<file path="src/common/idq_pkg.sv">
`default_nettype none
package idq_pkg;
    // data and index widths
    localparam int DW = 32;
    localparam int IDX_W = 15;
    localparam int LEN_W = 16;
    localparam int DWORD_SHIFT = 2;
    // shared-memory queue length limits, in dwords
    localparam logic [LEN_W-1:0] QLEN_MIN = 16'h0002;
    localparam logic [LEN_W-1:0] QLEN_MAX = 16'h8000;
    localparam logic [LEN_W-1:0] QLEN_RST = 16'h0002;
    localparam logic [DW-1:0] QPTR_RST = 32'h0000_0000;
    // internal queue, staging fifo and burst sizes
    localparam int IQ_DEPTH = 128;
    localparam int STG_DEPTH = 8;
    localparam int BURST_MAX = 16;
    // channel group geometry
    localparam int NGRP = 8;
    localparam int NCHAN = 32;
    localparam int GRP_W = 3;
    localparam int CHAN_W = 5;
    // status descriptor layout
    localparam int ST_RSVD_BIT = 31;
    localparam int ST_NSI_MSB = 30;
    localparam int ST_NSI_LSB = 16;
    localparam int ST_FULL_BIT = 15;
    localparam int ST_CNT_MSB = 14;
    localparam int ST_CNT_LSB = 0;
    localparam logic [IDX_W-1:0] CNT_SAT = 15'h7fff;
    // bit of an interrupt descriptor flagging that later ones were dropped
    localparam int LOST_BIT = 31;
    // transfer engine states
    typedef enum logic [1:0] {
        IDQ_IDLE,
        IDQ_XFER,
        IDQ_UPD
    } idq_state_e;
endpackage : idq_pkg
`default_nettype wire

</file>
<file path="src/rtl/idq_rst_sync.sv">
`timescale 1ns/1ps
`default_nettype none
module idq_rst_sync (
    input wire logic clk_sys,
    input wire logic arst_n,
    output logic rst_n
);
    logic meta_ff;
    logic sync_ff;

    // assert at once, release two edges later so no flop sees a ragged release
    always_ff @(posedge clk_sys or negedge arst_n) begin
        if (!arst_n) begin
            meta_ff <= 1'b0;
            sync_ff <= 1'b0;
        end else begin
            meta_ff <= 1'b1;
            sync_ff <= meta_ff;
        end
    end

    assign rst_n = sync_ff;
endmodule : idq_rst_sync
`default_nettype wire

</file>
<file path="src/rtl/idq_fifo.sv">
`timescale 1ns/1ps
`default_nettype none
module idq_fifo #(
    parameter int unsigned WIDTH = 32,
    parameter int unsigned DEPTH = 8
) (
    input wire logic clk_sys,
    input wire logic rst_n,
    input wire logic flush,
    input wire logic in_valid,
    output logic in_ready,
    input wire logic [WIDTH-1:0] in_data,
    output logic out_valid,
    input wire logic out_ready,
    output logic [WIDTH-1:0] out_data
);
    localparam int AW = $clog2(DEPTH);

    // pointer wrap relies on a power-of-two depth
    if (DEPTH < 2 || (DEPTH & (DEPTH - 1)) != 0 || WIDTH < 1) begin : g_chk
        $error("idq_fifo: DEPTH must be a power of two >= 2");
    end

    logic [WIDTH-1:0] mem [DEPTH];
    logic [AW-1:0] wr_ff;
    logic [AW-1:0] rd_ff;
    logic [AW:0] cnt_ff;
    logic [AW:0] nxt_cnt;
    logic in_ready_ff;
    logic out_valid_ff;
    logic wr_en;
    logic rd_en;

    // handshakes on both sides
    assign wr_en = in_valid & in_ready_ff;
    assign rd_en = out_valid_ff & out_ready;

    always_comb begin
        nxt_cnt = cnt_ff;
        if (wr_en && !rd_en) begin
            nxt_cnt = cnt_ff + 1'b1;
        end else if (rd_en && !wr_en) begin
            nxt_cnt = cnt_ff - 1'b1;
        end
    end

    // storage, no reset needed: only read behind out_valid
    always_ff @(posedge clk_sys) begin
        if (wr_en) begin
            mem[wr_ff] <= in_data;
        end
    end

    // pointers and flags; flags are flops so ready never glitches
    always_ff @(posedge clk_sys or negedge rst_n) begin
        if (!rst_n) begin
            wr_ff <= '0;
            rd_ff <= '0;
            cnt_ff <= '0;
            in_ready_ff <= 1'b1;
            out_valid_ff <= 1'b0;
        end else if (flush) begin
            wr_ff <= '0;
            rd_ff <= '0;
            cnt_ff <= '0;
            in_ready_ff <= 1'b1;
            out_valid_ff <= 1'b0;
        end else begin
            wr_ff <= wr_ff + AW'(wr_en);
            rd_ff <= rd_ff + AW'(rd_en);
            cnt_ff <= nxt_cnt;
            in_ready_ff <= (nxt_cnt != (AW + 1)'(DEPTH));
            out_valid_ff <= (nxt_cnt != '0);
        end
    end

    assign in_ready = in_ready_ff;
    assign out_valid = out_valid_ff;
    assign out_data = mem[rd_ff];
endmodule : idq_fifo
`default_nettype wire

</file>
<file path="src/rtl/idq_ctrl.sv">
// Overview of operation
// - interrupt state restarts on hard reset, soft reset, init, queue-descriptor read or writes.
// - internal queue is ours alone; host owns shared queue, only we write it.
// - any restart clears status descriptor: index zero, not full, count zero.
// - any restart drops every descriptor still held internally, none sent.
// - new pointer or length taken any time, restarting the interrupt logic.
// - group, channel and device masks decide whether a condition becomes a descriptor.
// - internal queue holds up to 128 descriptors awaiting bus mastership.
// - after a transfer burst the status descriptor counts the new entries.
// - interrupt line asserted whenever the pending count is non-zero.
// - writing stops while the shared queue is full until host frees space.
// - queue-full flag set when no further descriptor can be written.
// - both queues full: new descriptors dropped, last queued one marked lost.
// - each status read clears the count, releasing the interrupt line unless a burst update lands in the same cycle.
// - host writes service index to free serviced locations.
// - writing continues into free space whether or not host updated the index.
// - status holds service index, full flag and count since last read.
// - service index is 15 bits at 30:16, read/write, host-updated only.
// - pending count sits at 14:0 and ignores writes.
// - full flag at bit 15, one meaning full, cleared by reading status.
`timescale 1ns/1ps
`default_nettype none
module idq_ctrl #(
    parameter int unsigned IQ_DEPTH = idq_pkg::IQ_DEPTH,
    parameter int unsigned STG_DEPTH = idq_pkg::STG_DEPTH,
    parameter int unsigned BURST = idq_pkg::BURST_MAX
) (
    input wire logic clk_sys,
    input wire logic arst_n,
    input wire logic soft_chip_rst_req,
    input wire logic global_init_req,
    input wire logic read_qdesc_req,
    input wire logic qptr_wr,
    input wire logic [idq_pkg::DW-1:0] qptr_wr_data,
    input wire logic qlen_wr,
    input wire logic [idq_pkg::LEN_W-1:0] qlen_wr_data,
    input wire logic ev_valid,
    output logic ev_ready,
    input wire logic [idq_pkg::DW-1:0] ev_desc,
    input wire logic [idq_pkg::GRP_W-1:0] ev_group,
    input wire logic [idq_pkg::CHAN_W-1:0] ev_chan,
    input wire logic ev_is_dev,
    input wire logic [idq_pkg::NGRP-1:0] group_mask,
    input wire logic [idq_pkg::NCHAN-1:0] chan_mask,
    input wire logic dev_mask,
    output logic dma_valid,
    input wire logic dma_ready,
    output logic [idq_pkg::DW-1:0] dma_addr,
    output logic [idq_pkg::DW-1:0] dma_data,
    input wire logic stat_rd,
    input wire logic stat_wr,
    input wire logic [idq_pkg::DW-1:0] stat_wr_data,
    output logic [idq_pkg::DW-1:0] stat_rd_data,
    output logic inta_n
);
    import idq_pkg::*;

    localparam int IQ_AW = $clog2(IQ_DEPTH);

    // the ring pointers and burst counter only serve these sizes
    if (IQ_DEPTH < 2 || (IQ_DEPTH & (IQ_DEPTH - 1)) != 0 || BURST < 1 || BURST > 32767) begin : g_chk
        $error("idq_ctrl: IQ_DEPTH must be a power of two >= 2, BURST 1..32767");
    end

    // clamp a host-given length into the addressable range
    function automatic logic [LEN_W-1:0] clamp_len(input logic [LEN_W-1:0] v);
        if (v < QLEN_MIN) begin
            return QLEN_MIN;
        end else if (v > QLEN_MAX) begin
            return QLEN_MAX;
        end
        return v;
    endfunction : clamp_len

    // next dword slot of the circular shared queue
    function automatic logic [IDX_W-1:0] next_idx(input logic [IDX_W-1:0] idx, input logic [LEN_W-1:0] len);
        logic [LEN_W-1:0] inc;
        inc = {1'b0, idx} + 16'h0001;
        if (inc >= len) begin
            return '0;
        end
        return inc[IDX_W-1:0];
    endfunction : next_idx

    // add a burst to the pending count, sticking at the field maximum
    function automatic logic [IDX_W-1:0] sat_add(input logic [IDX_W-1:0] a, input logic [IDX_W-1:0] b);
        logic [IDX_W:0] s;
        s = {1'b0, a} + {1'b0, b};
        if (s[IDX_W]) begin
            return CNT_SAT;
        end
        return s[IDX_W-1:0];
    endfunction : sat_add

    logic rst_n;
    logic init;
    logic [DW-1:0] qptr_ff;
    logic [LEN_W-1:0] qlen_ff;
    logic masked;
    logic stg_in_valid;
    logic stg_valid;
    logic stg_ready;
    logic [DW-1:0] stg_data;
    logic [DW-1:0] iq_mem [IQ_DEPTH];
    logic [IQ_AW-1:0] iq_wr_ff;
    logic [IQ_AW-1:0] iq_rd_ff;
    logic [IQ_AW:0] iq_cnt_ff;
    logic [IQ_AW-1:0] last_idx;
    logic iq_full;
    logic iq_empty;
    logic push;
    logic discard;
    logic pop;
    idq_state_e st_ff;
    logic dma_valid_ff;
    logic [DW-1:0] dma_addr_ff;
    logic [DW-1:0] dma_data_ff;
    logic [IDX_W-1:0] widx_ff;
    logic [IDX_W-1:0] widx_adv;
    logic [IDX_W-1:0] burst_ff;
    logic hs;
    logic sh_full;
    logic can_load;
    logic full_set;
    logic [IDX_W-1:0] pending_descriptor_count_ff;
    logic [IDX_W-1:0] nxt_cnt;
    logic queue_full_flag_ff;
    logic nxt_full;
    logic [IDX_W-1:0] host_service_index_ff;
    logic [IDX_W-1:0] nxt_nsi;
    logic [IDX_W-1:0] wr_nsi;
    logic [DW-1:0] stat_rd_data_ff;
    logic inta_n_ff;

    idq_rst_sync u_rst (
        .clk_sys(clk_sys),
        .arst_n(arst_n),
        .rst_n(rst_n)
    );

    // every path that restarts interrupt handling; hard reset is rst_n itself
    assign init = soft_chip_rst_req | global_init_req | read_qdesc_req | qptr_wr | qlen_wr;

    // queue placement survives soft restarts; only hard reset returns defaults
    always_ff @(posedge clk_sys or negedge rst_n) begin
        if (!rst_n) begin
            qptr_ff <= QPTR_RST;
            qlen_ff <= QLEN_RST;
        end else begin
            if (qptr_wr) begin
                qptr_ff <= {qptr_wr_data[DW-1:DWORD_SHIFT], {DWORD_SHIFT{1'b0}}};
            end
            if (qlen_wr) begin
                qlen_ff <= clamp_len(qlen_wr_data);
            end
        end
    end

    // masked conditions are consumed but never queued
    assign masked = group_mask[ev_group] | chan_mask[ev_chan] | (ev_is_dev & dev_mask);
    assign stg_in_valid = ev_valid & ~masked & ~init;

    // staging fifo decouples the event source from the internal queue
    idq_fifo #(
        .WIDTH(DW),
        .DEPTH(STG_DEPTH)
    ) u_stg (
        .clk_sys(clk_sys),
        .rst_n(rst_n),
        .flush(init),
        .in_valid(stg_in_valid),
        .in_ready(ev_ready),
        .in_data(ev_desc),
        .out_valid(stg_valid),
        .out_ready(stg_ready),
        .out_data(stg_data)
    );

    assign iq_full = (iq_cnt_ff == (IQ_AW + 1)'(IQ_DEPTH));
    assign iq_empty = (iq_cnt_ff == '0);
    assign last_idx = iq_wr_ff - 1'b1;
    assign push = stg_valid & ~iq_full & ~init;
    // drop only when both queues are stuck; otherwise the source stalls
    assign discard = stg_valid & iq_full & sh_full & ~init;
    assign stg_ready = ~iq_full | sh_full;
    assign hs = dma_valid_ff & dma_ready;
    assign pop = hs & ~init;

    // internal queue storage; a drop marks the newest held descriptor
    always_ff @(posedge clk_sys) begin
        if (push) begin
            iq_mem[iq_wr_ff] <= stg_data;
        end else if (discard) begin
            iq_mem[last_idx][LOST_BIT] <= 1'b1;
        end
    end

    // internal queue pointers; a restart empties it without sending anything
    always_ff @(posedge clk_sys or negedge rst_n) begin
        if (!rst_n) begin
            iq_wr_ff <= '0;
            iq_rd_ff <= '0;
            iq_cnt_ff <= '0;
        end else if (init) begin
            iq_wr_ff <= '0;
            iq_rd_ff <= '0;
            iq_cnt_ff <= '0;
        end else begin
            iq_wr_ff <= iq_wr_ff + IQ_AW'(push);
            iq_rd_ff <= iq_rd_ff + IQ_AW'(pop);
            iq_cnt_ff <= iq_cnt_ff + (IQ_AW + 1)'(push) - (IQ_AW + 1)'(pop);
        end
    end

    // shared queue occupancy as seen against the host's service index
    assign widx_adv = next_idx(widx_ff, qlen_ff);
    assign sh_full = (widx_adv == host_service_index_ff);
    assign can_load = ~dma_valid_ff & ~iq_empty & ~sh_full & (burst_ff < IDX_W'(BURST));
    assign full_set = (st_ff == IDQ_XFER) & ~dma_valid_ff & ~iq_empty & sh_full;

    // transfer engine: one descriptor per handshake, a status update per burst
    always_ff @(posedge clk_sys or negedge rst_n) begin
        if (!rst_n) begin
            st_ff <= IDQ_IDLE;
            dma_valid_ff <= 1'b0;
            dma_addr_ff <= '0;
            dma_data_ff <= '0;
            widx_ff <= '0;
            burst_ff <= '0;
        end else if (init) begin
            // an offer in flight is withdrawn; restart begins at the queue base
            st_ff <= IDQ_IDLE;
            dma_valid_ff <= 1'b0;
            widx_ff <= '0;
            burst_ff <= '0;
        end else begin
            case (st_ff)
                IDQ_IDLE: begin
                    burst_ff <= '0;
                    if (!iq_empty) begin
                        st_ff <= IDQ_XFER;
                    end
                end
                IDQ_XFER: begin
                    if (hs) begin
                        dma_valid_ff <= 1'b0;
                        widx_ff <= widx_adv;
                        burst_ff <= burst_ff + 1'b1;
                    end else if (can_load) begin
                        dma_valid_ff <= 1'b1;
                        dma_addr_ff <= qptr_ff + DW'({widx_ff, {DWORD_SHIFT{1'b0}}});
                        dma_data_ff <= iq_mem[iq_rd_ff];
                    end else if (!dma_valid_ff) begin
                        st_ff <= (burst_ff != '0) ? IDQ_UPD : IDQ_IDLE;
                    end
                end
                IDQ_UPD: begin
                    st_ff <= IDQ_IDLE;
                    burst_ff <= '0;
                end
                default: begin
                    st_ff <= IDQ_IDLE;
                end
            endcase
        end
    end

    assign wr_nsi = stat_wr_data[ST_NSI_MSB:ST_NSI_LSB];

    // status descriptor next values; hardware sets win over read clears
    always_comb begin
        nxt_cnt = stat_rd ? '0 : pending_descriptor_count_ff;
        if (st_ff == IDQ_UPD) begin
            nxt_cnt = sat_add(nxt_cnt, burst_ff);
        end
        nxt_full = full_set | (queue_full_flag_ff & ~stat_rd);
        nxt_nsi = stat_wr ? wr_nsi : host_service_index_ff;
        if (init) begin
            nxt_cnt = '0;
            nxt_full = 1'b0;
            nxt_nsi = '0;
        end
    end

    // status fields; count bits ignore writes entirely
    always_ff @(posedge clk_sys or negedge rst_n) begin
        if (!rst_n) begin
            pending_descriptor_count_ff <= '0;
            queue_full_flag_ff <= 1'b0;
            host_service_index_ff <= '0;
        end else begin
            pending_descriptor_count_ff <= nxt_cnt;
            queue_full_flag_ff <= nxt_full;
            host_service_index_ff <= nxt_nsi;
        end
    end

    // read data is the snapshot taken before the read's own clearing
    always_ff @(posedge clk_sys or negedge rst_n) begin
        if (!rst_n) begin
            stat_rd_data_ff <= '0;
        end else if (stat_rd) begin
            stat_rd_data_ff <= '0;
            stat_rd_data_ff[ST_NSI_MSB:ST_NSI_LSB] <= host_service_index_ff;
            stat_rd_data_ff[ST_FULL_BIT] <= queue_full_flag_ff;
            stat_rd_data_ff[ST_CNT_MSB:ST_CNT_LSB] <= pending_descriptor_count_ff;
        end
    end

    // interrupt line tracks the count in the same cycle it changes
    always_ff @(posedge clk_sys or negedge rst_n) begin
        if (!rst_n) begin
            inta_n_ff <= 1'b1;
        end else begin
            inta_n_ff <= (nxt_cnt == '0);
        end
    end

    assign dma_valid = dma_valid_ff;
    assign dma_addr = dma_addr_ff;
    assign dma_data = dma_data_ff;
    assign stat_rd_data = stat_rd_data_ff;
    assign inta_n = inta_n_ff;
endmodule : idq_ctrl
`default_nettype wire

</file>
<file path="config.mk">
export PLATFORM = sky130hd
export DESIGN_NAME = idq_ctrl
export DESIGN_NICKNAME = d
export VERILOG_FILES = /design/src/common/idq_pkg.sv /design/src/rtl/idq_rst_sync.sv /design/src/rtl/idq_fifo.sv /design/src/rtl/idq_ctrl.sv
export SDC_FILE = /design/constraint.sdc
export NUM_CORES = 2
export LEC_CHECK = 0
export BUFFER_PORTS_ARGS = -buffer_cell sky130_fd_sc_hd__buf_2
export CELL_PAD_IN_SITES_DETAIL_PLACEMENT = 0
export CELL_PAD_IN_SITES_GLOBAL_PLACEMENT = 1
export CORE_MARGIN = 3
export CORE_UTILIZATION = 44
export DETAILED_ROUTE_END_ITERATION = 6
export HOLD_SLACK_MARGIN = 0.06
export MAX_ROUTING_LAYER = met4
export PLACE_DENSITY_LB_ADDON = 0.1
export SYNTH_ARGS = -nofsm -noshare
export SYNTH_HDL_FRONTEND = slang
export SYNTH_MEMORY_MAX_BITS = 65536
export SYNTH_SLANG_ARGS = --single-unit
</file>
<file path="constraint.sdc">
create_clock -name clk_sys -period 10.2 [get_ports clk_sys]
set_input_delay 0 -clock clk_sys [delete_from_list [all_inputs] [get_ports clk_sys]]
set_output_delay 0 -clock clk_sys [all_outputs]
set_load 0.02 [all_outputs]
</file>
Word level (Yosys, flattened, before mapping) --
Memory sizes are Yosys's and may differ from the RTL's. A register that Yosys moved wholly into a read port is not among the register bits. Cells that the tools add are included.
Cells by class: div/mod/pow operators 0, muxes and demuxes 60, $add $sub $neg 13, equality and inequality tests 10, bitwise operators 35, reductions and logical operators 22, shift-type cells 0, magnitude comparators 6, $mul 0
Operator list (count):
- two-way mux 15 bit | 14
- two-way mux 16 bit | 3
- adder 32 x 17 -> 32 bit | 1
- two-way mux 32 bit | 1
- OR reduction 32 bit | 1
- case mux 15 bit (2 select lines) | 1
- two-way mux 1 bit | 22
- two-way mux 7 bit | 3
- bitwise AND 1 bit | 19
- adder 15 x 1 -> 16 bit, second input constant | 1
- adder 15 x 15 -> 16 bit | 1
- greater-or-equal comparator 16 bit | 1
- > comparator 16 bit, second input constant | 1
- less-than comparator 16 x 2 -> 1 bit, second input constant | 1
- adder 15 x 1 -> 15 bit, second input constant | 1
- equality test 15 bit | 1
- logical NOT 15 bit | 1
- less-than comparator 15 x 5 -> 1 bit, second input constant | 1
- inequality test 3 bit, second input constant | 5
- nonzero test 15 bit | 1
- adder 7 x 1 -> 7 bit | 2
- two-way mux 2 bit | 7
- two-way mux 4 bit | 3
- adder 8 x 1 -> 8 bit | 1
- other kinds (28) | 53
Storage, ports and cells: memories 2, latch bits 0, input bits 173, memory bits (writable) 4352, ROM bits 0, register bits 210
Memories:
- iq_mem | depth 128, bits a word 32, rd ports 1, clocked after Yosys merged registers in 1, wr ports 1, RTL line idq_ctrl.sv:104 | logic [DW-1:0] iq_mem [IQ_DEPTH];
- u_stg.mem | depth 8, bits a word 32, rd ports 1, clocked after Yosys merged registers in 0, wr ports 1, RTL line idq_fifo.sv:24 | logic [WIDTH-1:0] mem [DEPTH];

Depth between registers and ports, before layout --
depth after elaboration 14, depth in mapped cells 22, gate-level depth less buffers 19

Modules after synthesis --
A second synthesis with hierarchy kept.
Second synthesis, totals: cells, all modules 8593, area total of the unflattened synthesis 180373.0 um2
By module, submodules not included:
- idq_ctrl | seq. area each 128655.9 um2, cells each 8147, area each 169820.4 um2, times used 1
- idq_fifo | seq. area each 7988.9 um2, cells each 443, area each 10498.8 um2, times used 1
- idq_rst_sync | seq. area each 50.0 um2, cells each 3, area each 53.8 um2, times used 1

Worst setup path before layout --
Ideal clock, no wire load.
kind flip-flop to flip-flop, from register, netlist name widx_ff[0], to memory iq_mem[0][10], data pin, arrival time 6834 ps, slack 2569 ps, required time 9403 ps, period minus slack after synthesis 7631 ps, cell stages (with the launch flop) 20, buffers on the path 4, path through dfrtp_1 ha_1 and4_4 buf_6 nand3_1 xor2_1 inv_1 ha_1 and4_1 a31oi_1 o21ai_1 or3_1 buf_2 or3_1 o2111ai_1 or4_4 buf_4 nor2_1 clkbuf_1 nor2_1
RTL lines (RTL line):
- end, declared | idq_ctrl.sv:104

Final worst setup path --
from register widx_ff[0], to memory iq_mem[4][0], enable pin
Between the ends: cells in the longest elaborated chain, start to end 12
RTL lines:
- start, declared | RTL line idq_ctrl.sv:118 | logic [IDX_W-1:0] widx_ff;
- start signal, assigned | RTL line idq_ctrl.sv:247 | widx_ff <= widx_adv;
- adder 15 x 1 -> 16 bit * | RTL line idq_ctrl.sv:78 | inc = {1'b0, idx} + 16'h0001;
- greater-or-equal comparator 16 bit | RTL line idq_ctrl.sv:79 | if (inc >= len) begin
- two-way mux 1 bit | RTL line idq_ctrl.sv:79
- two-way mux 15 bit * | RTL line idq_ctrl.sv:82 | return inc[IDX_W-1:0];
- equality test 15 bit * | RTL line idq_ctrl.sv:217 | assign sh_full = (widx_adv == host_service_index_ff);
- bitwise AND 1 bit * (2 in a row) | RTL line idq_ctrl.sv:184 | assign discard = stg_valid & iq_full & sh_full & ~init;
- two-way mux 1 bit * | RTL line idq_ctrl.sv:193 | end else if (discard) begin
- two-way mux 1 bit * | RTL line idq_ctrl.sv:191 | if (push) begin
- two-way mux 1 bit (implied by the code) * | RTL line idq_ctrl.sv:194 | iq_mem[last_idx][LOST_BIT] <= 1'b1;
- OR reduction 32 bit (no source line) *
- two-way mux 7 bit (no source line) or two-way mux 2 bit (tied branches)
Every way passes the cells marked *; elsewhere a longest branch is shown, timed or not.

==> results.txt <==
----------------------------------------------------
[Status]
  Outcome ... complete, but fails checks
  Violated checks ... max-capacitance violations, max-slew violations

[Setup path]
  Largest fanout of any net on the critical path ... 20
  Critical path's largest stage delay ... 0.99 ns
  Type of the worst setup path ... register to register
  Data required time of the worst path ... 10.87 ns
  CP bufs+invs ... 2
  Worst Path Arrival ... 8.94 ns
  Category of the worst setup path launch point ... register
  Setup crit end kind ... register
  Worst path top cell family by delay ... simple AND/OR/NAND/NOR gates
  Crit path max-delay cell type ... sky130_fd_sc_hd__nor2_4
  Crit-path cells ... ha_1 -> and4_4 -> nand4_1 -> xor2_1 -> inv_1 -> ha_1 -> and4_1 -> a31oi_1 -> o21ai_1 -> or3_1 -> mux2_2 -> o2111ai_1 -> nor4_2 -> nand2_2 -> o31ai_2 -> nand2_2 -> nor2_4 -> buf_4

[Pwr]
  Largest vdd supply drop ... 0.156 mV
  Switching component of the power ... 7.34 mW
  Combinational group share of total power ... 0.007
  Part of the total power dissipated in sequential elements ... 0.546
  Switching power share of the total ... 0.197
  Clock Power Share ... 0.446
  Leakage power ... 64.3 nW
  Pwr Density ... 180 nW/µm²
  Internal power ... 30.0 mW

[Timing]
  Count of final hold-check violations ... 0
  Peak clock frequency supported by timing ... 0.121 GHz
  Relative max-transition margin ... -0.00183
  Final setup fails ... 0
  Period Utilization, post-route ... 0.811
  Clock skew after layout ... 0.0470 ns
  Transition at the pin with the smallest max-transition slack ... 1.49 ns
  Final Slew Violations ... 1
  Setup repair after global routing missed its margin ... false
  Final-layout setup total negative slack ... 0 ns
  Minimum clock period after layout ... 8.27 ns

[Yosys]
  Dominant register cell in the synthesized netlist ... sky130_fd_sc_hd__edfxtp_1
  Number of distinct standard cells referenced by the synthesized netlist ... 86
  Complex-gate fraction of the synthesized area ... 0.0256
  Synth Instances ... 8579
  Sequential element share of the synthesized area ... 0.759
  Cell area after synthesis ... 180000 µm²
  Syn. warnings ... 0
  Area fraction in and, or, nand and nor cells after synthesis ... 0.0241
  Share of flip-flops with an asynchronous set or reset after synthesis ... 0.0523
  Adder-cell share of the synthesized area ... 0.00539
  Xor and xnor area share after synthesis ... 0.00475
  Combinational family with the most area after synthesis ... multiplexers
  EDFF count, synth ... 4352
  Flip-flop and latch count after synthesis ... 4592
  Mux share of post-synthesis cell area ... 0.168
  Per-instance average area after synthesis ... 21.0 µm²

[Final layout]
  Net count of the finished layout ... 9638
  Count of filler cells inserted in the layout ... 32458
  Post-Layout Inst Area ... 208000 µm²
  Layout cell share with drive strength beyond 1 ... 0.271
  Synthesis-to-finish area growth ... 15.4%
  Leading cell type in the layout, fill and taps excluded ... sky130_fd_sc_hd__edfxtp_1
  Commonest non-fill, non-tap cells in the layout ... sky130_fd_sc_hd__edfxtp_1 (4352), sky130_fd_sc_hd__mux4_2 (1165), sky130_fd_sc_hd__clkbuf_16 (483)

[Global routing]
  Busiest metal layer after global routing ... met2
  Grt ovf ... 0
  Met2 routing resource usage after global routing ... 0.378
  Number of antenna violations at the first check in global routing ... 49
  Met3 usage ... 0.0423
  Met1 demand-to-capacity share in global routing ... 0.360
  Global-route wire length before repair ... 712000 µm
  Pin count of the biggest net entering global routing ... 129
  Number of global-route vias before repair ... 93083
  Global Route Usage Sum ... 0.249

[CTS]
  Number of buffers on the longest clock path ... 4
  Worst skew pair latency ... 1.00 ns
  Root cell of the clock tree ... sky130_fd_sc_hd__clkbuf_16
  Clock tree from TritonCTS ... yes
  Number of CTS-inserted buffers ... 476
  H-tree depth reported by CTS ... 5
  Number of sinks on the clock net ... 4592
  Clock transition at the registers of the reported paths ... 0.06 ns

[Floorplan]
  Number of ports placed on the die boundary ... 272
  Die Area ... 417000 µm²
  Horizontal die dimension ... 646 µm
  Floorplan Core Area ... 407000 µm²
  Die height ... 646 µm
  Floorplan row count ... 234
  Starting density of the core ... 0.442

[Placement]
  Detailed placement HPWL ... 292000 µm
  Input/output buffers ... 249
  Gp weighted congestion ... 0.826
  Placed cell areas ... 190000 µm²

[Job]
  Max-cap check violation count ... 1

[Route]
  Ratio of routed vias to standard cells ... 5.96
  Drt first-iter violations ... 10433
  Post-Route WL ... 504000 µm
  Number of DRC violations after detailed routing ... 0
  Routed vias ... 90774
  First-pass iteration count of the detailed router ... 5
  DR WL/cell ... 33.1 µm
  Remaining antenna violation count after routing ... 0

[Min path]
  Worst hold path class ... primary input to register

----------------------------------------------------
[what timing repair did]
action,CTS,global route
hold buffers,291,0
resized for setup,0,0
buffers inserted,0,0
endpoints found under the hold margin,411,0
[layer usage]
layer  part of all wire  vias up
met5                  0        -
met4              0.019        0
met3              0.078      555
met2               0.47     3224
met1               0.43    49689
li1                   -    37306
[final cells by class]
| class | count | area, µm² | area share |
|---|---|---|---|
| flip-flops and latches | 4592 | 137000 | 0.658 |
| multi-input cells | 3420 | 42400 | 0.204 |
| clock buffers | 613 | 12600 | 0.0608 |
| well taps | 5428 | 6790 | 0.0327 |
| repair buffers | 833 | 6600 | 0.0318 |
| clock inverters | 256 | 2240 | 0.0108 |
| inverters | 67 | 264 | 0.00127 |
| diodes | 29 | 72.6 | 0.000349 |
[path summary, 6_finish.rpt]
kind,cells after the start,slack (ns),to,start
min in group asynchronous,0,0.28,dma_addr[20],u_rst.rst_n
worst min-delay path,4,0.14,host_service_index_ff[12],stat_wr
max in group asynchronous,2,7.80,u_stg.rd_ff[0],u_rst.rst_n
worst max register to register,18,1.93,iq_mem[4][0],widx_ff[0]
worst max-delay path,18,1.93,iq_mem[4][0],widx_ff[0]
worst min register to register,0,0.28,dma_addr[20],u_rst.rst_n
[metrics by stage]
stage / power (mW) / setup WS [ns] / hold slack, ns / utilization / instances
after global routing: 38.4 / 1.49 / 0.144 / 0.510 / 15228
after global placement: 21.0 / 2.13 / -0.214 / 0.467 / 14047
after CTS: 37.7 / 2.03 / 0.0625 / 0.510 / 15208
final: 37.3 / 1.93 / 0.143 / 0.510 / 15238
after detailed placement: 21.0 / 2.06 / -0.208 / 0.467 / 14048
after floorplan: 20.9 / 2.57 / -0.296 / - / 8581
[synthesized netlist by cell type (all sizes together), types with 13 or more instances]
cell type	number	share of area
edfxtp	4352	0.73
mux4	1165	0.15
nor2	398	0.0083
nand2	366	0.0078
mux2i	331	0.018
clkbuf	286	0.0060
dfrtp	237	0.033
buf	216	0.0055
a21oi	213	0.0060
o21ai	151	0.0044
o221ai	109	0.0053
a31oi	74	0.0026
ha	72	0.0050
inv	65	0.0014
mux2	62	0.0039
xnor2	59	0.0029
a211oi	46	0.0019
xor2	36	0.0018
a311oi	34	0.0017
nand3	32	0.00089
nor3	29	0.00081
and3	23	0.00080
nand4	22	0.00080
nor2b	22	0.00076
nor4	19	0.00086
o22ai	13	0.00045
[registers in the layout (all words and copies together), names as in the netlist, 8 cells and up]
| name | flops |
|---|---|
| burst_ff | 15 |
| dma_addr | 30 |
| dma_data | 32 |
| host_service_index_ff | 15 |
| iq_cnt_ff | 8 |
| iq_mem | 4096 |
| pending_descriptor_count_ff | 15 |
| qlen_ff | 16 |
| qptr_ff | 30 |
| stat_rd_data | 31 |
| u_stg.mem | 256 |
| widx_ff | 15 |
[logic make-up (layout without fill, tap and decap cells)]
group | after synthesis | count (layout)
AND/OR/NAND/NOR | 983 | 983
XOR/XNOR | 96 | 96
adder cells (fa/ha/maj) | 76 | 76
buffers and inverters | 569 | 1769
multiplexers | 1558 | 1558
AO/OA/AOI/OAI | 703 | 703
other | 2 | 33
flip-flops | 4592 | 4592
[tightest hold or removal path: cells and delay by family]
kind                   cells  cell delay (ns)
and+or+nand+nor            1             0.04
buffers and inverters      2             0.82
muxes                      1             0.20
[power by group through the flow]
stage          Sequential, mW  Combinational [mW]  Clock, mW
3_3_place_gp             20.8               0.172          0
5_1_grt                  20.4               0.297       17.8
2_1_floorplan            20.8              0.0816          0
3_5_place_dp             20.8               0.176          0
6_report                 20.4               0.271       16.7
4_1_cts                  20.4               0.270       17.0
Note: power is estimated with default switching activity, not from simulation.
